===== config.mk =====
export PLATFORM = sky130hd
export DESIGN_NAME = cmt_channel
export DESIGN_NICKNAME = d
export VERILOG_FILES = /design/src/core/cmt_pkg.sv /design/src/core/cmt_delay_line.sv /design/src/core/cmt_channel.sv
export VERILOG_INCLUDE_DIRS = /design/src /design/src/core
export SDC_FILE = /design/constraint.sdc
export NUM_CORES = 1
export LEC_CHECK = 0
export BUFFER_PORTS_ARGS = -buffer_cell sky130_fd_sc_hd__buf_2
export CORE_AREA = 2 2 146 148
export CTS_BUF_LIST = sky130_fd_sc_hd__clkbuf_8
export CTS_CLUSTER_SIZE = 8
export DETAILED_ROUTE_END_ITERATION = 10
export DIE_AREA = 0 0 148 150
export GPL_TIMING_DRIVEN = 0
export PLACE_DENSITY = 0.74
export SLEW_MARGIN = 20
export SYNTH_ARGS = -nofsm -noshare
export SYNTH_HDL_FRONTEND = slang
export SYNTH_SLANG_ARGS = --single-unit

===== constraint.sdc =====
create_clock -name sys_clk -period 10.8 [get_ports sys_clk]
set_input_delay 0.54 -clock sys_clk [delete_from_list [all_inputs] [get_ports sys_clk]]
set_output_delay 0.54 -clock sys_clk [all_outputs]
set_load 0.02 [all_outputs]

===== src/core/cmt_params.svh =====
// Constants of the channel timing and counter block: offsets, fields, resets, timing
`ifndef CMT_PARAMS_SVH
`define CMT_PARAMS_SVH

// APB register byte offsets
`define CMT_OFF_CTRL 12'h000
`define CMT_OFF_STATUS 12'h004
`define CMT_OFF_COUNT 12'h008
`define CMT_OFF_ADDR 12'h00C

// Control register fields and reset value
`define CMT_CTRL_OUTPUT_BIT 0
`define CMT_CTRL_REVERSE_BIT 1
`define CMT_CTRL_RESET 2'h0

// Status register field positions
`define CMT_ST_DEVADDR_LSB 0
`define CMT_ST_MATCH_BIT 8
`define CMT_ST_PENDING_BIT 9
`define CMT_ST_MEM_READY_BIT 10
`define CMT_ST_BUF_READY_BIT 11
`define CMT_ST_REFUSED_BIT 12

// Datapath reset values
`define CMT_DEVADDR_RESET 8'h00
`define CMT_COUNT_RESET 16'h0000
`define CMT_ADDR_RESET 19'h00000

// Location that holds the device address for instructions
`define CMT_INSTR_LOCATION 19'h00020

// Clock period and delay-line figures in ns
`define CMT_CLK_NS 10
`define CMT_MEM_WIDTH_NS 80
`define CMT_MEM_LATE_NS 280
`define CMT_MEM_LEN_NS 380
`define CMT_BUF_WIDTH_NS 40
`define CMT_BUF_LEN_NS 40
`define CMT_TAP_MID_NS 120
`define CMT_TAP_LATE2_NS 160

// Cycle counts derived from the figures (all are exact multiples of the period)
`define CMT_CYC(ns) (((ns) + `CMT_CLK_NS - 1) / `CMT_CLK_NS)

`endif


===== src/core/cmt_pkg.sv =====
// Types of the channel timing and counter block
package cmt_pkg;

  // Kind of memory phase being sequenced
  typedef enum logic [1:0] {
    CMT_PH_INSTR,
    CMT_PH_CMD_EVEN,
    CMT_PH_CMD_ODD,
    CMT_PH_DATA
  } cmt_phase_t;

  // Memory phase sequencer states
  typedef enum logic [2:0] {
    CMT_MS_IDLE,
    CMT_MS_FIRST,
    CMT_MS_WAIT_B,
    CMT_MS_SECOND,
    CMT_MS_DRAIN
  } cmt_mstate_t;

  // Four timing taps of one group
  typedef struct packed {
    logic t0;
    logic t80;
    logic t120;
    logic t280;
  } cmt_taps_t;

  // APB request carried as one bundle
  typedef struct packed {
    logic psel;
    logic penable;
    logic pwrite;
    logic [11:0] paddr;
    logic [31:0] pwdata;
    logic [3:0] pstrb;
  } cmt_apb_req_t;

endpackage


===== src/core/cmt_delay_line.sv =====
// Cycle-counted model of a tapped delay line with a ready latch and two runs in flight
`timescale 1ns/1ns
`default_nettype none
module cmt_delay_line #(
  parameter logic [8:0] W_CYC = 9'd8,
  parameter logic [8:0] REARM_CYC = 9'd28,
  parameter logic [8:0] LEN_CYC = 9'd38
) (
  input wire logic sys_clk,
  input wire logic reset_n,
  input wire logic clk_en,
  input wire logic request,
  output logic start,
  output logic trigger,
  output var logic ready_r,
  output var logic [1:0] act_r,
  output var logic [8:0] age0_r,
  output var logic [8:0] age1_r,
  output var logic slot_r
);
  logic newest;
  logic [8:0] new_age;

  // A request launches a run only while the ready latch is set
  assign start = request & ready_r;
  assign newest = ~slot_r;
  assign new_age = newest ? age1_r : age0_r;
  // Input pulse of the line lasts the width tap of the newest run
  assign trigger = act_r[newest] & (new_age < W_CYC);

  // Ready latch: cleared by a launch, set again at the rearm tap
  always_ff @(posedge sys_clk or negedge reset_n) begin
    if (!reset_n) begin
      ready_r <= 1'b1;
      slot_r <= 1'b0;
    end else if (clk_en) begin
      if (start) begin
        ready_r <= 1'b0;
        slot_r <= ~slot_r;
      end else if (act_r[newest] && new_age == REARM_CYC - 9'd1) begin
        ready_r <= 1'b1;
      end
    end
  end

  // Run slot 0: ages until the line end
  always_ff @(posedge sys_clk or negedge reset_n) begin
    if (!reset_n) begin
      act_r[0] <= 1'b0;
      age0_r <= 9'h000;
    end else if (clk_en) begin
      if (start && !slot_r) begin
        act_r[0] <= 1'b1;
        age0_r <= 9'h000;
      end else if (act_r[0]) begin
        act_r[0] <= (age0_r != LEN_CYC - 9'd1);
        age0_r <= age0_r + 9'd1;
      end
    end
  end

  // Run slot 1: second pulse that may overlap the first
  always_ff @(posedge sys_clk or negedge reset_n) begin
    if (!reset_n) begin
      act_r[1] <= 1'b0;
      age1_r <= 9'h000;
    end else if (clk_en) begin
      if (start && slot_r) begin
        act_r[1] <= 1'b1;
        age1_r <= 9'h000;
      end else if (act_r[1]) begin
        act_r[1] <= (age1_r != LEN_CYC - 9'd1);
        age1_r <= age1_r + 9'd1;
      end
    end
  end
endmodule
`default_nettype wire


===== src/core/cmt_channel.sv =====
// Memory phase timing, buffer timing and address/count datapath of a selector channel
//
// Behaviour
// - Memory phases each held by a first-rank latch, then a second-rank latch.
// - Memory timer runs twice per phase: at first-rank set and second-rank set.
// - Timer ready latch set by reset or late tap; requests trigger only when set.
// - Second-rank trigger accepted only after the first-rank trigger in that phase.
// - Ready latch clears on a launch; input pulse and taps are each 80 ns wide.
// - Second run waits for 280 ns of the first; both runs may overlap.
// - Timing taps split into groups qualified by first-rank or second-rank.
// - Buffer timer starts on read or write request with ready set; 40 ns pulse.
// - Buffer read/write priority resolved only after the buffer timer started.
// - Output transfers favour writes, input transfers favour reads.
// - 8-bit device address loaded on a successful start instruction.
// - Halt compares device address with I/O byte A; equality flags a match.
// - Acknowledge clears interrupt status by address; start refused while pending.
// - Device address kept until next successful start; nothing else clears it.
// - 16-bit byte count loaded from second command word, stepped down per byte.
// - Instruction response places byte count into memory assembly bytes C and D.
// - Count state and low address bits form byte presence, selecting step 0-4.
// - 19-bit byte address loaded from the first command word.
// - Byte address counts up for forward orders, down for reverse reads.
// - Low two address bits copied on forward loads, inverted on reverse reads.
`timescale 1ns/1ns
`default_nettype none
`include "cmt_params.svh"
module cmt_channel (
  input wire logic sys_clk,
  input wire logic reset_n,
  input wire logic clk_en,
  input wire cmt_pkg::cmt_apb_req_t apb_req,
  output logic pready,
  output var logic [31:0] prdata,
  output logic pslverr,
  input wire logic mem_phase_req,
  input wire cmt_pkg::cmt_phase_t mem_phase_kind,
  output var logic phase_first_rank,
  output var logic phase_second_rank,
  output var logic mem_phase_done,
  output logic memory_timer_trigger,
  output logic memory_timer_ready,
  output var cmt_pkg::cmt_taps_t group_a_taps,
  output var cmt_pkg::cmt_taps_t group_b_taps,
  input wire logic buffer_read_request,
  input wire logic buffer_write_request,
  output logic buffer_timer_trigger,
  output var logic buffer_read_phase,
  output var logic buffer_write_phase,
  input wire logic [31:0] mem_data,
  input wire logic [31:0] io_register,
  input wire logic start_io_instruction,
  input wire logic halt_io_instruction,
  input wire logic acknowledge_io_instruction,
  input wire logic device_interrupt,
  input wire logic count_load_strobe,
  input wire logic byte_pointer_load_strobe,
  input wire logic presence_strobe,
  input wire logic count_step_strobe,
  input wire logic respond_strobe,
  output var logic [7:0] device_address,
  output var logic address_match,
  output var logic start_refused,
  output var logic interrupt_pending,
  output var logic [15:0] byte_count,
  output var logic [18:0] byte_pointer,
  output var logic [3:0] byte_presence,
  output var logic [31:0] response_word
);
  // Cycle counts at the system clock
  localparam logic [8:0] MEM_W = 9'(`CMT_CYC(`CMT_MEM_WIDTH_NS));
  localparam logic [8:0] MEM_LATE = 9'(`CMT_CYC(`CMT_MEM_LATE_NS));
  localparam logic [8:0] MEM_LEN = 9'(`CMT_CYC(`CMT_MEM_LEN_NS));
  localparam logic [8:0] BUF_W = 9'(`CMT_CYC(`CMT_BUF_WIDTH_NS));
  localparam logic [8:0] BUF_LEN = 9'(`CMT_CYC(`CMT_BUF_LEN_NS));
  localparam logic [8:0] TAP_MID = 9'(`CMT_CYC(`CMT_TAP_MID_NS));

  // Tap is high for one pulse width after its delay
  function automatic logic tap_on(input logic act, input logic [8:0] age,
                                  input logic [8:0] dly, input logic [8:0] wid);
    tap_on = act && (age >= dly) && (age < dly + wid);
  endfunction

  // Bytes still in the current word, limited by the remaining count
  function automatic logic [3:0] presence_of(input logic [15:0] cnt, input logic [1:0] lane);
    logic [2:0] room;
    room = 3'd4 - {1'b0, lane};
    if (cnt == 16'h0000) begin
      presence_of = 4'h0;
    end else if (cnt < {13'h0000, room}) begin
      presence_of = 4'(4'hF >> (3'd4 - cnt[2:0]));
    end else begin
      presence_of = 4'(4'hF >> (3'd4 - room));
    end
  endfunction

  // Number of set presence bits gives the step
  function automatic logic [2:0] step_of(input logic [3:0] pres);
    step_of = 3'(pres[0]) + 3'(pres[1]) + 3'(pres[2]) + 3'(pres[3]);
  endfunction

  // ---------------- Register bus ----------------
  logic [1:0] ctrl_r;
  logic output_mode;
  logic reverse_direction;
  logic forward_direction;
  logic apb_access;
  logic apb_wr;
  logic hit_ctrl;
  logic hit_status;
  logic hit_count;
  logic hit_addr;
  logic apb_hit;
  logic [31:0] status_word;
  logic [31:0] rd_mux;
  logic buffer_ready_w;

  // Zero-wait slave: every access completes in its first access cycle
  assign pready = 1'b1;
  assign apb_access = apb_req.psel & apb_req.penable;
  assign apb_wr = apb_access & apb_req.pwrite;
  assign hit_ctrl = (apb_req.paddr == `CMT_OFF_CTRL);
  assign hit_status = (apb_req.paddr == `CMT_OFF_STATUS);
  assign hit_count = (apb_req.paddr == `CMT_OFF_COUNT);
  assign hit_addr = (apb_req.paddr == `CMT_OFF_ADDR);
  assign apb_hit = hit_ctrl | hit_status | hit_count | hit_addr;
  assign pslverr = apb_access & ~apb_hit;
  assign output_mode = ctrl_r[`CMT_CTRL_OUTPUT_BIT];
  assign reverse_direction = ctrl_r[`CMT_CTRL_REVERSE_BIT];
  assign forward_direction = ~reverse_direction;

  // Status word gathers live block state
  assign status_word = {19'h00000, start_refused, buffer_ready_w, memory_timer_ready,
                        interrupt_pending, address_match, device_address};
  assign rd_mux = hit_ctrl ? {30'h00000000, ctrl_r} :
                  hit_status ? status_word :
                  hit_count ? {16'h0000, byte_count} :
                  hit_addr ? {13'h0000, byte_pointer} : 32'h00000000;

  // Control register: only byte lane 0 is writable
  always_ff @(posedge sys_clk or negedge reset_n) begin
    if (!reset_n) begin
      ctrl_r <= `CMT_CTRL_RESET;
    end else if (clk_en && apb_wr && hit_ctrl && apb_req.pstrb[0]) begin
      ctrl_r <= apb_req.pwdata[1:0];
    end
  end

  // Read data registered in the setup cycle so it is stable in the access cycle
  always_ff @(posedge sys_clk or negedge reset_n) begin
    if (!reset_n) begin
      prdata <= 32'h00000000;
    end else if (clk_en && apb_req.psel && !apb_req.penable) begin
      prdata <= rd_mux;
    end
  end

  // ---------------- Memory timing generator ----------------
  logic mem_start;
  logic [1:0] mem_act;
  logic [8:0] mem_age0;
  logic [8:0] mem_age1;
  logic mem_slot;
  logic request_first;
  logic request_second;
  logic [1:0] run_rank_r;
  logic first_fired_r;
  logic second_fired_r;
  cmt_pkg::cmt_mstate_t mstate_r;
  cmt_pkg::cmt_phase_t phase_kind_r;

  // Ready latch re-arms at 280 ns, input pulse is 80 ns wide
  cmt_delay_line #(.W_CYC(MEM_W), .REARM_CYC(MEM_LATE), .LEN_CYC(MEM_LEN)) u_mem_line (
    .sys_clk(sys_clk),
    .reset_n(reset_n),
    .clk_en(clk_en),
    .request(request_first | request_second),
    .start(mem_start),
    .trigger(memory_timer_trigger),
    .ready_r(memory_timer_ready),
    .act_r(mem_act),
    .age0_r(mem_age0),
    .age1_r(mem_age1),
    .slot_r(mem_slot)
  );

  // Second request only once the first run of this phase has launched
  assign request_first = phase_first_rank & ~first_fired_r;
  assign request_second = phase_second_rank & first_fired_r & ~second_fired_r;

  // Phase sequencer: first rank, wait for re-arm, second rank, wait again
  always_ff @(posedge sys_clk or negedge reset_n) begin
    if (!reset_n) begin
      mstate_r <= cmt_pkg::CMT_MS_IDLE;
      phase_kind_r <= cmt_pkg::CMT_PH_INSTR;
      phase_first_rank <= 1'b0;
      phase_second_rank <= 1'b0;
      first_fired_r <= 1'b0;
      second_fired_r <= 1'b0;
      mem_phase_done <= 1'b0;
    end else if (clk_en) begin
      mem_phase_done <= 1'b0;
      case (mstate_r)
        cmt_pkg::CMT_MS_IDLE: begin
          if (mem_phase_req) begin
            phase_kind_r <= mem_phase_kind;
            phase_first_rank <= 1'b1;
            mstate_r <= cmt_pkg::CMT_MS_FIRST;
          end
        end
        cmt_pkg::CMT_MS_FIRST: begin
          if (mem_start) begin
            first_fired_r <= 1'b1;
            mstate_r <= cmt_pkg::CMT_MS_WAIT_B;
          end
        end
        cmt_pkg::CMT_MS_WAIT_B: begin
          // Second rank follows the first, once the line can take a new run
          if (memory_timer_ready) begin
            phase_second_rank <= 1'b1;
            mstate_r <= cmt_pkg::CMT_MS_SECOND;
          end
        end
        cmt_pkg::CMT_MS_SECOND: begin
          if (mem_start) begin
            second_fired_r <= 1'b1;
            mstate_r <= cmt_pkg::CMT_MS_DRAIN;
          end
        end
        cmt_pkg::CMT_MS_DRAIN: begin
          // Phase ends when the second run reaches its late tap
          if (memory_timer_ready) begin
            phase_first_rank <= 1'b0;
            phase_second_rank <= 1'b0;
            first_fired_r <= 1'b0;
            second_fired_r <= 1'b0;
            mem_phase_done <= 1'b1;
            mstate_r <= cmt_pkg::CMT_MS_IDLE;
          end
        end
        default: mstate_r <= cmt_pkg::CMT_MS_IDLE;
      endcase
    end
  end

  // Each run remembers which rank launched it, so overlapping runs stay apart
  always_ff @(posedge sys_clk or negedge reset_n) begin
    if (!reset_n) begin
      run_rank_r <= 2'b00;
    end else if (clk_en && mem_start) begin
      run_rank_r[mem_slot] <= request_second;
    end
  end

  // Tap groups: A for first-rank runs, B for second-rank runs
  cmt_pkg::cmt_taps_t taps0;
  cmt_pkg::cmt_taps_t taps1;
  assign taps0 = {tap_on(mem_act[0], mem_age0, 9'd0, MEM_W), tap_on(mem_act[0], mem_age0, MEM_W, MEM_W),
                  tap_on(mem_act[0], mem_age0, TAP_MID, MEM_W),
                  tap_on(mem_act[0], mem_age0, MEM_LATE, MEM_W)};
  assign taps1 = {tap_on(mem_act[1], mem_age1, 9'd0, MEM_W), tap_on(mem_act[1], mem_age1, MEM_W, MEM_W),
                  tap_on(mem_act[1], mem_age1, TAP_MID, MEM_W),
                  tap_on(mem_act[1], mem_age1, MEM_LATE, MEM_W)};

  // Tap outputs registered, one cycle behind the line position
  always_ff @(posedge sys_clk or negedge reset_n) begin
    if (!reset_n) begin
      group_a_taps <= '0;
      group_b_taps <= '0;
    end else if (clk_en) begin
      group_a_taps <= (run_rank_r[0] ? 4'h0 : taps0) | (run_rank_r[1] ? 4'h0 : taps1);
      group_b_taps <= (run_rank_r[0] ? taps0 : 4'h0) | (run_rank_r[1] ? taps1 : 4'h0);
    end
  end

  // ---------------- Buffer timing and arbitration ----------------
  logic buf_start;
  logic [1:0] buf_act;
  logic buf_decide_r;

  // Buffer line: 40 ns pulse, re-armed at its own end
  cmt_delay_line #(.W_CYC(BUF_W), .REARM_CYC(BUF_W), .LEN_CYC(BUF_LEN)) u_buf_line (
    .sys_clk(sys_clk),
    .reset_n(reset_n),
    .clk_en(clk_en),
    .request(buffer_read_request | buffer_write_request),
    .start(buf_start),
    .trigger(buffer_timer_trigger),
    .ready_r(buffer_ready_w),
    .act_r(buf_act),
    .age0_r(),
    .age1_r(),
    .slot_r()
  );

  // Priority sampled one cycle after launch, so a late request still wins
  always_ff @(posedge sys_clk or negedge reset_n) begin
    if (!reset_n) begin
      buf_decide_r <= 1'b0;
      buffer_read_phase <= 1'b0;
      buffer_write_phase <= 1'b0;
    end else if (clk_en) begin
      buf_decide_r <= buf_start;
      if (buf_decide_r) begin
        // Output keeps the buffer full, input keeps it empty
        buffer_write_phase <= buffer_write_request & (output_mode | ~buffer_read_request);
        buffer_read_phase <= buffer_read_request & (~output_mode | ~buffer_write_request);
      end else if (buf_act == 2'b00) begin
        buffer_read_phase <= 1'b0;
        buffer_write_phase <= 1'b0;
      end
    end
  end

  // ---------------- Device address and interrupt status ----------------
  logic start_ok;
  logic ack_hit;

  // Start is refused while an interrupt is still unacknowledged
  assign start_ok = start_io_instruction & ~interrupt_pending;
  assign ack_hit = acknowledge_io_instruction & (io_register[31:24] == device_address);

  // Address register changes only on a successful start
  always_ff @(posedge sys_clk or negedge reset_n) begin
    if (!reset_n) begin
      device_address <= `CMT_DEVADDR_RESET;
    end else if (clk_en && start_ok) begin
      device_address <= io_register[31:24];
    end
  end

  // Match, refusal and interrupt status; a new interrupt beats a same-cycle clear
  always_ff @(posedge sys_clk or negedge reset_n) begin
    if (!reset_n) begin
      address_match <= 1'b0;
      start_refused <= 1'b0;
      interrupt_pending <= 1'b0;
    end else if (clk_en) begin
      if (halt_io_instruction) begin
        address_match <= (io_register[31:24] == device_address);
      end
      if (start_io_instruction) begin
        start_refused <= interrupt_pending;
      end
      if (device_interrupt) begin
        interrupt_pending <= 1'b1;
      end else if (ack_hit) begin
        interrupt_pending <= 1'b0;
      end
    end
  end

  // ---------------- Byte count and byte address ----------------
  logic [2:0] step;
  logic [1:0] load_lane;

  assign step = step_of(byte_presence);
  // Reverse reads store the lane bits inverted
  assign load_lane = reverse_direction ? ~mem_data[1:0] : mem_data[1:0];

  // Presence captured at data service from count and lane bits
  always_ff @(posedge sys_clk or negedge reset_n) begin
    if (!reset_n) begin
      byte_presence <= 4'h0;
    end else if (clk_en && presence_strobe) begin
      byte_presence <= presence_of(byte_count, byte_pointer[1:0]);
    end
  end

  // Count loads from the second command word and steps down
  always_ff @(posedge sys_clk or negedge reset_n) begin
    if (!reset_n) begin
      byte_count <= `CMT_COUNT_RESET;
    end else if (clk_en) begin
      if (count_load_strobe) begin
        byte_count <= mem_data[15:0];
      end else if (count_step_strobe) begin
        byte_count <= byte_count - {13'h0000, step};
      end
    end
  end

  // Address loads from the first command word; direction picks up or down
  always_ff @(posedge sys_clk or negedge reset_n) begin
    if (!reset_n) begin
      byte_pointer <= `CMT_ADDR_RESET;
    end else if (clk_en) begin
      if (byte_pointer_load_strobe) begin
        byte_pointer <= {mem_data[18:2], load_lane};
      end else if (count_step_strobe && forward_direction) begin
        byte_pointer <= byte_pointer + {16'h0000, step};
      end else if (count_step_strobe) begin
        byte_pointer <= byte_pointer - {16'h0000, step};
      end
    end
  end

  // Instruction response: count in bytes C and D
  always_ff @(posedge sys_clk or negedge reset_n) begin
    if (!reset_n) begin
      response_word <= 32'h00000000;
    end else if (clk_en && respond_strobe) begin
      response_word <= {16'h0000, byte_count};
    end
  end
endmodule
`default_nettype wire


==> summary.md, run 1 <==
| Metric | Value |
|---|---|
| Status | finished clean |
| Number of unique standard cell types used by synthesis | 57 |
| Synth Area per Inst | 9.00 sq um |
| Gr usage total | 24.2% |
| Pleak | 5.20 nW |
| Fmax | 218 MHz |
| Worst reg-to-reg path cell count | 16 |
| Ys async rst share | between 90% and 100% |
| CP max FO | 10 |
| Post-CTS sizing | 0 |
| Nets | 1400 |
| Sequential area share after synthesis | 41.4% |
| Fin crit share | roughly 43% |
| DR DRC count | 0 |
| Max VDD drop | 0.211 mV |
| Synthesized cell area | 9190 sq um |
| Global placer's final weighted congestion | 0.976 |
| First-pass GRT wire length | 42.2 mm |
| Layout area overhead | 19.6% |
| Pwr Density | 277 nW/um^2 |
| Slew @ Worst Pin | 0.926 ns |
| Setup repair bufs after CTS | 0 |
| Post-DRT Antenna Nets | 0 |
| Share of the synthesized area in the top cell type | 40.9% |
| IO Count | around 260 |
| Total wire length | about 26 mm |
| Wirelength per Cell | 17.4 um |
| Total congestion overflow | 0 |
| Die extent in x | 148 um |
| Largest net degree at the start of global routing | 81 |
| Clock root buffer | clkbuf_8 |
| Final setup margin | 6.21 ns |
| Worst r2r src | byte_presence[0]$_DFFE_PN0P_ |
| Die area | approximately 22000 sq um |
| Synth Flop Type | dfrtp_1 |
| Vias per cell | 5.49 |
| Part of the power in combinational logic | 52.1% |
| Post-Syn Instances | 1021 |
| Max Transition Viols Final | 0 |
| Rows | 53 |
| Reg clk slew, reported paths | 0.08 ns |
| Critical Path RT | 11.20 ns |
| Psw | 1.36 mW |
| IO buf count | ~160 |
| Sequential power share | 29.0% |
| CTS sink cnt | 152 |
| # setup viols final | 0 |
| Maximum buffer depth of the clock tree | 2 |
| Initial core utilization | between 40% and 50% |
| Max-slew headroom | 38.3% |
| Hold Vio Cnt, Final | 0 |
| Top cells by area, synth | dfrtp_1 (41%), ha_1 (5.3%), mux2_2 (4.9%) |
| Hold Crit Class | primary input to asynchronous set/reset pin |
| Vias | ~8300 |
| Overall Power | 3.05 mW |
| Max-cap viol count | 0 |
| Top cell type by total area after synthesis | dfrtp_1 |
| Antenna violations before repair | 2 |
| Worst hold slack | 0.0531 ns |
| Vias in the first global route | 8057 |
| WP data arrival | ~5 ns |
| CTS tree | built |
| Startpoint Class | flop |
| Post-DP HPWL | 19.9 mm |
| Worst setup path startpoint | byte_presence[0]$_DFFE_PN0P_ |
| RSZ-0062 raised after global routing | no |
| Register area | 3810 sq um |
| Sum Neg Setup Slack | 0 ns |
| Minimum clock period | between 4 and 5 ns |
| Total CTS buffers | 17 |
| Fillers | 1964 |
| 1st-iter DRT viols | 789 |
| Multi-input gate area | 4940 sq um |
| Count leader, synth | dfrtp_1 |
| #FFs+latches synth | about 150 |
| Layout cell share with drive strength beyond 1 | 21.9% |
| Number of synthesized flops with an enable pin | 0 |
| Clock power share | 18.9% |
| Crit. End Element | flop |
| H-tree levels | 4 |
| Post-Place Worst Slack | 6.29 ns |
| Worst skew pair latency | 0.47 ns |
| Core Area | 20700 sq um |
| Commonest cells post-synth | dfrtp_1 (150), nand2_1 (101), nor2_1 (101) |
| Setup Crit Path Kind | flop to flop |
| Post-CTS Hold Fix Bufs | 0 |
| Internal power component | between 1.5 and 2 mW |
| Clk_skew | between 0.01 and 0.015 ns |
| Die Y | about 150 um |
| First drt pass iteration count | 5 |
| Yosys synthesis warning count | 0 |
| Sw Share | 44.6% |
-- logic make-up after synthesis --
group,synth area share [%]
other cells,0.0817
mux,6.70
simple gates,18.8
compound gates,16.8
buf+inv,5.99
flops,41.4
xor+xnor,4.39
fa+ha+maj,5.75
-- flip-flops by register name, summed over array words and instances (netlist names), 2 cells and up --
name	count
u_mem_line.age0_r	9
u_buf_line.act_r	2
u_buf_line.age1_r	9
u_mem_line.age1_r	9
prdata	19
mstate_r	3
byte_count	16
u_buf_line.age0_r	9
byte_pointer	19
run_rank_r	2
byte_presence	4
u_mem_line.act_r	2
ctrl_r	2
group_b_taps	4
group_a_taps	4
response_word	16
device_address	8
-- worst paths after layout --
kind | endpoint | slack [ns]
max | byte_pointer[7]$_DFFE_PN0P_ | 6.21
min | u_buf_line.age1_r[5]$_DFFE_PN0P_ | 0.05
max reg2reg | byte_pointer[7]$_DFFE_PN0P_ | 6.21
min reg2reg | prdata[9]$_DFFE_PN0P_ | 0.48
max in group asynchronous | byte_pointer[7]$_DFFE_PN0P_ | 9.97
min in group sys_clk | interrupt_pending$_DFFE_PN0P_ | 0.30
-- placed cells by master (no fill, tap or decap), types with 30 or more instances in the layout --
cell type  instances
a21oi_1           64
buf_2            159
buf_4             30
clkbuf_1          44
conb_1            30
dfrtp_1          150
ha_1              39
inv_1             37
mux2_2            40
nand2_1          101
nand3_1           34
nor2_1           101
o21ai_0           76
-- through the flow --
stage	util, %	instance area, sq um	cells
6_report	53.1	11000	1516
5_1_grt	53.1	11000	1516
3_5_place_dp	50.6	10500	1483
4_1_cts	53.1	11000	1514
2_1_floorplan	-	9290	1049
3_3_place_gp	50.4	10400	1482
-- critical path: stages, from the launching register on --
cell,delay [ns]
dfrtp_1,0.38
inv_1,0.07
fa_1,0.47
inv_1,0.07
ha_1,0.15
inv_1,0.05
ha_1,0.42
nor2_1,0.09
ha_1,0.18
nor2_1,0.70
ha_1,0.34
nand4b_1,0.15
a21boi_0,0.50
o21ai_0,0.26
nor3b_1,0.19
o311ai_0,0.33
o21a_1,0.18
-- routing by layer --
layer / share of wire [%] / track usage, % / wire [um] / vias up
li1: - / - / - / 3990
met1: 43 / 32.0 / 11200 / 3949
met2: 47 / 39.9 / 12400 / 338
met3: 7.9 / 5.18 / 2090 / 47
met4: 2.3 / 7.29 / 604 / 0
met5: 0 / 0 / 0 / -
-- cell type report --
cell class	count	share of cell area, %
inverters	37	1.26
multi-input cells	781	44.9
flip-flops and latches	152	34.6
repair buffers	159	7.54
clock buffers	18	2.25
diodes	2	0.0455
plain buffers	79	3.75
clock inverters	13	2.49
well taps	275	3.13
-- power by group through the flow --
stage          Sequential, mW  Clock (mW)  Combinational [mW]
6_report                0.884       0.576                1.59
5_1_grt                 0.901       0.607                1.78
4_1_cts                 0.881       0.582                1.58
3_5_place_dp            0.891           0                1.56
3_3_place_gp            0.887           0                1.52
2_1_floorplan           0.948           0                1.07
(Power assumes the default switching activity.)
==> run 2: changes to the inputs <==
--- a/config.mk
+++ b/config.mk
@@ -6,14 +6,15 @@
 export SDC_FILE = /design/constraint.sdc
 export NUM_CORES = 1
 export LEC_CHECK = 0
+export ABC_AREA = 1
 export BUFFER_PORTS_ARGS = -buffer_cell sky130_fd_sc_hd__buf_2
-export CORE_AREA = 2 2 146 148
+export CORE_AREA = 2 2 151 153
 export CTS_BUF_LIST = sky130_fd_sc_hd__clkbuf_8
 export CTS_CLUSTER_SIZE = 8
 export DETAILED_ROUTE_END_ITERATION = 10
-export DIE_AREA = 0 0 148 150
+export DIE_AREA = 0 0 153 155
 export GPL_TIMING_DRIVEN = 0
-export PLACE_DENSITY = 0.74
+export PLACE_DENSITY = 0.73
 export SLEW_MARGIN = 20
 export SYNTH_ARGS = -nofsm -noshare
 export SYNTH_HDL_FRONTEND = slang
==> constraint.sdc (replaced) <==
create_clock -name sys_clk -period 4.6 [get_ports sys_clk]
set_input_delay 0.23 -clock sys_clk [delete_from_list [all_inputs] [get_ports sys_clk]]
set_output_delay 0.23 -clock sys_clk [all_outputs]
set_load 0.02 [all_outputs]
==> run 2 against run 1 <==
  * Synthesized area increased by 6.9%
  * Non-clock buffer count decreased by 4
  * Critical path depth increased by 4
  * Sequential share of layout area decreased by 2.1 points
  * Power increased to 3.0 times the previous value
  * Routed wire length increased by 12%
  * First-iteration DRC count decreased by 7.5%
==> summary.md, run 2 <==
| Metric | Value |
|---|---|
| Vias per cell | 5.26 (-4.2%) |
| Gr usage total | 25.1% (+0.95 points) |
| Sequential power share | 24.6% (-4.4 points) |
| IO Count | 264 (unchanged) |
| Core Area | 22200 sq um (+7.4%) |
| Max-slew headroom | 53.5% (+15 points) |
| Worst r2r src | byte_presence[0]$_DFFE_PN0P_ |
| Commonest cells after routing, fill and taps aside | nand2_1 (356), inv_1 (176), buf_2 (164) |
| Largest regs | byte_pointer (19), prdata (19) |
| #FFs+latches synth | 152 (unchanged) |
| 1st-iter DRT viols | 730 (-7.5%) |
| Rows | 55 (+3.8%) |
| Post-Place Worst Slack | 0.843 ns (-5.45 ns) |
| Fin crit share | 81.4% (+39 points) |
| CTS tree | built |
| Post-DRT Antenna Nets | 0 (unchanged) |
| Crit. End Element | flop |
| Layout cell share with drive strength beyond 1 | 17.0% (-4.9 points) |
| IO buf count | 158 (unchanged) |
| Ys async rst share | 100% (unchanged) |
| Sequential area share after synthesis | 38.7% (-2.7 points) |
| Fmax | 267 MHz (+23%) |
| Post-Syn Instances | 1351 (+32%) |
| Overall Power | 9.09 mW (+200%) |
| Setup repair bufs after CTS | 0 (unchanged) |
| Critical Path RT | 4.96 ns (-6.24 ns) |
| Top cells by area, synth | dfrtp_1 (38%), nand2_1 (14%), inv_1 (6.7%) |
| Wirelength per Cell | 15.9 um (-8.7%) |
| WP data arrival | 4.11 ns (-0.89 ns) |
| Nets | 1742 (+24%) |
| Synth Flop Type | dfrtp_1 |
| Startpoint Class | flop |
| H-tree levels | 4 (unchanged) |
| Part of the power in combinational logic | 61.9% (+9.8 points) |
| Sum Neg Setup Slack | 0 ns (unchanged) |
| Pwr Density | 778 nW/um^2 (+180%) |
| Initial core utilization | 44.2% (-0.21 points) |
| Synth Area per Inst | 7.27 sq um (-19%) |
| DR DRC count | 0 (unchanged) |
| Die extent in x | 153 um (+3.4%) |
| FF-to-FF End | byte_pointer[10]$_DFFE_PN0P_ |
| Utilization after layout | 52.6% (-0.54 points) |
| Maximum buffer depth of the clock tree | 2 (unchanged) |
| Fillers | 2182 (+11%) |
| Antenna fix cells | 0 (-2) |
| Yosys synthesis warning count | 0 (unchanged) |
| FF-to-FF setup slack | 0.85 ns (-5.35 ns) |
| Max-cap viol count | 0 (unchanged) |
| Number of unique standard cell types used by synthesis | 55 (-3.5%) |
| Synthesized cell area | 9820 sq um (+6.9%) |
| Die Y | 155 um (+3.3%) |
| Minimum clock period | 3.75 ns (-0.849 ns) |
| Hold depth | 3 |
| Global placer's final weighted congestion | 0.971 (-0.49%) |
| Share of the synthesized area in the top cell type | 38.2% (-2.6 points) |
| Max Transition Viols Final | 0 (unchanged) |
| Commonest cells post-synth | nand2_1 (356), inv_1 (176), dfrtp_1 (150) |
| Worst Hold Path EP | start_refused$_DFFE_PN0P_ |
| CP max FO | 7 (-3) |
| First-pass GRT wire length | 47.5 mm (+13%) |
| Clock root buffer | clkbuf_8 |
| Hold Crit Class | primary input to flop |
| Vias in the first global route | 9246 (+15%) |
| Total congestion overflow | 0 (unchanged) |
| Sw Share | 52.0% (+7.4 points) |
| Clock power share | 13.4% (-5.5 points) |
| Most common cell after layout, fill and taps aside | nand2_1 |
| Final instance area | 11700 sq um (+6.3%) |
| RSZ-0062 raised after global routing | no |
| Internal power component | 4.37 mW (+160%) |
| Clk_skew | 0.0184 ns (+0.00504 ns) |
| Vias | 9815 (+18%) |
| Slew @ Worst Pin | 0.692 ns (-0.234 ns) |
| Worst skew pair latency | 0.48 ns (about the same) |
| Worst reg-to-reg path cell count | 20 (+4) |
| Antenna violations before repair | 0 (-2) |
| Count leader, synth | nand2_1 |
| Die area | 23700 sq um (+6.8%) |
| Layout area overhead | 19.0% |
| Setup Crit Path Kind | flop to flop |
| # setup viols final | 0 (unchanged) |
| Placement Cell Area | 11100 sq um (+6.2%) |
| Pleak | 6.28 nW (+21%) |
| Total CTS buffers | 17 (unchanged) |
| Max VDD drop | 0.373 mV (+77%) |
| Hold_sp | start_io_instruction |
| Total wire length | 29.6 mm (+12%) |
| Largest net degree at the start of global routing | 96 (+19%) |
| Reg clk slew, reported paths | 0.09 ns (about the same) |
| Status | finished clean |
| CTS sink cnt | 152 (unchanged) |
| Hold Vio Cnt, Final | 0 (unchanged) |
| First drt pass iteration count | 5 (unchanged) |
| Number of synthesized flops with an enable pin | 0 (unchanged) |
| Post-DP HPWL | 23.0 mm (+16%) |
| Top cell type by total area after synthesis | dfrtp_1 |
| Final setup margin | 0.854 ns (-5.35 ns) |
| Psw | 4.72 mW (+250%) |
run 2: cell types whose count changed after synthesis, sizes merged, moves of 16 or more:
cell	delta
nand2	+262
xnor2	-19
mux2	-40
and3	-16
clkbuf	-26
inv	+148
nand3	+77
o21ai	+34
run 2: worst max-delay path by stage:
stage	start	endpoint	slack, ns	cells after the start
2_1_floorplan	byte_presence[0]$_DFFE_PN0P_	byte_pointer[9]$_DFFE_PN0P_	1.21	18
3_3_place_gp	byte_presence[0]$_DFFE_PN0P_	byte_pointer[9]$_DFFE_PN0P_	0.91	18
3_5_place_dp	byte_presence[0]$_DFFE_PN0P_	byte_pointer[13]$_DFFE_PN0P_	0.84	21
4_1_cts	byte_presence[0]$_DFFE_PN0P_	byte_pointer[13]$_DFFE_PN0P_	0.82	21
5_1_grt	byte_presence[0]$_DFFE_PN0P_	byte_pointer[13]$_DFFE_PN0P_	0.52	21
6_report	byte_presence[0]$_DFFE_PN0P_	byte_pointer[10]$_DFFE_PN0P_	0.85	20
run 2: repair_timing:
item | CTS | global route
hold buffers | 12 | 0
hold endpoints to repair | 68 | 0
gates resized for setup | 0 | 0
setup endpoints to repair | 0 | 0
run 2: kinds of logic (layout without fill, tap and decap cells):
kind of cell / count (synthesis) / after routing / share of synthesized area (%)
AOI/OAI and AO/OA: 249 / 249 / 14.3
buffers and inverters: 247 / 449 / 10.9
muxes: 1 / 1 / 0.102
other: 2 / 30 / 0.0765
and+or+nand+nor: 634 / 634 / 28.3
adders and majority gates: 41 / 41 / 5.38
DFF: 152 / 152 / 38.7
xor gates and xnor gates: 25 / 25 / 2.23
run 2: metrics by stage:
step | std cells | hold slack [ns]
3_3_place_gp | 1822 | 0.458
2_1_floorplan | 1379 | -0.0656
5_1_grt | 1866 | 0.0213
4_1_cts | 1866 | 0.0130
3_5_place_dp | 1823 | 0.191
6_report | 1866 | 0.0339
run 2: final cells by class:
cell class / instances / area (sq um) / area share (%)
plain buffers: 63 / 380 / 3.25
clock inverters: 14 / 221 / 1.89
repair buffers: 171 / 948 / 8.11
multi-input cells: 980 / 5050 / 43.2
flip-flops and latches: 152 / 3810 / 32.6
well taps: 285 / 357 / 3.05
clock buffers: 17 / 234 / 2.00
inverters: 184 / 691 / 5.91
run 2: layer usage:
layer  vias up  track usage, %  wire length (um)
met2       361            42.1             14100
li1       4812               -                 -
met1      4576            32.8             12600
met3        66            4.65              2080
met5         -               0                 0
met4         0            8.82               804
run 2: power groups by stage:
stage | Sequential (mW) | Combinational (mW) | Clock, mW
6_report | 2.24 | 5.63 | 1.22
4_1_cts | 2.23 | 5.59 | 1.23
2_1_floorplan | 2.38 | 3.95 | 0
3_5_place_dp | 2.25 | 5.54 | 0
5_1_grt | 2.30 | 6.43 | 1.29
3_3_place_gp | 2.25 | 5.44 | 0
run 2: critical path: stages, from the launching register on:
cell	delay [ns]
dfrtp_1	0.38
inv_1	0.07
fa_1	0.47
inv_1	0.07
ha_1	0.16
inv_1	0.05
ha_1	0.30
nor2_1	0.06
ha_1	0.16
or2_2	0.35
inv_1	0.23
ha_1	0.33
nand2_1	0.14
inv_1	0.05
nand2_1	0.06
nand2_1	0.05
nand2_1	0.06
nand3_1	0.16
xor2_1	0.20
o21ai_0	0.20
nand2_1	0.08
==> run 3: changes to the inputs <==
==> constraint.sdc (replaced) <==
create_clock -name sys_clk -period 3.7 [get_ports sys_clk]
set_input_delay 0.185 -clock sys_clk [delete_from_list [all_inputs] [get_ports sys_clk]]
set_output_delay 0.185 -clock sys_clk [all_outputs]
set_load 0.02 [all_outputs]
==> run 3 against run 2 <==
  * Worst setup slack worse by 0.57 ns
  * Die area stayed put
  * Sequential power is 25% higher
  * Highest routed layer unchanged
==> summary.md, run 3 (synthesis results as in run 2) <==
| Metric | Value |
|---|---|
| Status | finished clean |
| Pwr Density | 985 nW/um^2 (+27%) |
| Gr usage total | 25.1% (-0.036 points) |
| Utilization after layout | 53.0% (+0.41 points) |
| Max VDD drop | 0.492 mV (+32%) |
| Non-Filler Instances | 1870 (+0.21%) |
| Hold Vio Cnt, Final | 0 (unchanged) |
| Core Area | 22200 sq um (unchanged) |
| Maximum buffer depth of the clock tree | 2 (unchanged) |
| IO buf count | 158 (unchanged) |
| Layout cell share with drive strength beyond 1 | 17.7% (+0.71 points) |
| Commonest cells after routing, fill and taps aside | nand2_1 (353), inv_1 (175), buf_2 (164) |
| Slowest-stage cell, CP | fa_1 |
| H-tree levels | 4 (unchanged) |
| Final instance area | 11800 sq um (+0.77%) |
| Top delay family on crit path | adder cells |
| CP max FO | 7 (unchanged) |
| Post-DP HPWL | 23.0 mm (unchanged) |
| Crit. End Element | flop |
| Die area | 23700 sq um (unchanged) |
| Total CTS buffers | 17 (unchanged) |
| Largest net degree at the start of global routing | 96 (unchanged) |
| Worst skew pair latency | 0.48 ns (about the same) |
| FF-to-FF End | byte_pointer[10]$_DFFE_PN0P_ |
| WP data arrival | 3.78 ns (-0.33 ns) |
| FF-to-FF setup slack | 0.29 ns (-0.57 ns) |
| Placement Cell Area | 11100 sq um (unchanged) |
| Rows | 55 (unchanged) |
| Critical path's largest stage delay | 0.41 ns (-0.06 ns) |
| Initial core utilization | 44.2% (unchanged) |
| Post-Place Worst Slack | -0.0568 ns (-0.900 ns) |
| Most common cell after layout, fill and taps aside | nand2_1 |
| Fmax | 293 MHz (+9.7%) |
| Vias in the first global route | 9235 (-0.12%) |
| Fin crit share | 92.3% (+11 points) |
| Nets | 1746 (+0.23%) |
| Die extent in x | 153 um (unchanged) |
| Slew @ Worst Pin | 0.692 ns (+0.000535 ns) |
| CTS sink cnt | 152 (unchanged) |
| Vias per cell | 5.25 (-0.19%) |
| Pleak | 6.30 nW (+0.44%) |
| Hold depth | 3 (unchanged) |
| First-pass GRT wire length | 47.4 mm (about the same) |
| Die Y | 155 um (unchanged) |
| Setup Crit Path Kind | flop to flop |
| Critical Path RT | 4.06 ns (-0.90 ns) |
| Layout area overhead | 19.9% |
| Placed insts | 1823 (unchanged) |
| IO Count | 264 (unchanged) |
| # setup viols final | 0 (unchanged) |
| Overall Power | 11.6 mW (+28%) |
| Antenna violations before repair | 0 (unchanged) |
| Global placer's final weighted congestion | 0.971 (unchanged) |
| Worst reg-to-reg path cell count | 20 (unchanged) |
| Max-cap viol count | 0 (unchanged) |
| Antenna fix cells | 0 (unchanged) |
| Total wire length | 29.6 mm (+0.14%) |
| CP cell instances | inv_1 -> fa_1 -> inv_1 -> ha_1 -> inv_1 -> ha_1 -> nor2_1 -> ha_1 -> or2_4 -> clkinv_4 -> ha_2 -> nand2_2 -> inv_1 -> nand2_1 -> nand2_1 -> nand2_1 -> nand3_2 -> xor2_1 -> o21ai_0 -> nand2_1 |
| Vias | 9817 (+0.020%) |
| Reg clk slew, reported paths | 0.10 ns (about the same) |
| Final setup margin | 0.285 ns (-0.569 ns) |
| Worst hold slack | 0.0238 ns (-0.0101 ns) |
| DR DRC count | 0 (unchanged) |
| Worst Hold Path EP | byte_count[0]$_DFFE_PN0P_ |
| Max Transition Viols Final | 0 (unchanged) |
| First drt pass iteration count | 5 (unchanged) |
| Startpoint Class | flop |
| Clk_skew | 0.0192 ns (+0.000777 ns) |
| Clock root buffer | clkbuf_8 |
| Post-DRT Antenna Nets | 0 (unchanged) |
| Wirelength per Cell | 15.8 um (about the same) |
| Worst r2r src | byte_presence[1]$_DFFE_PN0P_ |
| Hold Crit Class | primary input to flop |
| Hold_sp | mem_data[0] |
| Sum Neg Setup Slack | 0 ns (unchanged) |
| 1st-iter DRT viols | 774 (+6.0%) |
| Total congestion overflow | 0 (unchanged) |
| Minimum clock period | 3.41 ns (-0.331 ns) |
| Largest regs | byte_pointer (19), prdata (19) |
| Max-slew headroom | 53.4% (about the same) |
| CTS tree | built |
| CP bufs+invs | 5 (unchanged) |
-- run 3: cell count changes in the layout (fill, tap and decap cells not counted), sizes merged --
| cell | change |
|---|---|
| buf | +2 |
| clkinv | +1 |
| dlygate4sd3 | +2 |
| inv | -1 |
-- run 3: worst min-delay path: stages --
cell	delay (ns)
buf_2	0.12
o211ai_1	0.09
o21ai_0	0.07
-- run 3: how the worst max path moves through the flow --
| stage | startpoint | to | slack [ns] | cells past startpoint |
|---|---|---|---|---|
| after floorplan | byte_presence[0]$_DFFE_PN0P_ | byte_pointer[9]$_DFFE_PN0P_ | 0.31 | 18 |
| after global routing | byte_presence[1]$_DFFE_PN0P_ | byte_pointer[6]$_DFFE_PN0P_ | -0.02 | 18 |
| after global placement | byte_presence[0]$_DFFE_PN0P_ | byte_pointer[9]$_DFFE_PN0P_ | 0.01 | 18 |
| final | byte_presence[1]$_DFFE_PN0P_ | byte_pointer[10]$_DFFE_PN0P_ | 0.29 | 20 |
| after detailed placement | byte_presence[0]$_DFFE_PN0P_ | byte_pointer[13]$_DFFE_PN0P_ | -0.06 | 21 |
| after CTS | byte_presence[0]$_DFFE_PN0P_ | byte_pointer[13]$_DFFE_PN0P_ | 0.03 | 21 |
-- run 3: per-layer routing --
| metal | GRT usage, % | vias up | share of wire (%) |
|---|---|---|---|
| met5 | 0 | - | 0 |
| li1 | - | 4816 | - |
| met2 | 42.0 | 353 | 48 |
| met3 | 4.62 | 55 | 7.0 |
| met1 | 32.9 | 4593 | 43 |
| met4 | 8.47 | 0 | 2.3 |
-- run 3: cell type report --
| type | count | area, sq um |
|---|---|---|
| fill | 2171 | 10400 |
| multi-input combinational | 980 | 5100 |
| sequential | 152 | 3810 |
| timing repair buffer | 175 | 983 |
| inverter | 184 | 696 |
| buffer | 63 | 380 |
| tap | 285 | 357 |
| clock buffer | 17 | 234 |
| clock inverter | 14 | 221 |
-- run 3: power by group --
part	leakage, nW	total [mW]	switching [mW]	internal [mW]
clock network	0.224	1.52	0.710	0.806
logic	4.19	7.29	4.68	2.61
registers	1.89	2.79	0.615	2.17
-- run 3: what timing repair did --
item | 4_1_cts | 5_1_grt
endpoints found under the hold margin | 70 | 0
gates resized for setup | 1 | 14
setup endpoints to repair | 7 | 12
hold buffers | 14 | 0
setup buffers | 0 | 2
pin swaps | 0 | 1
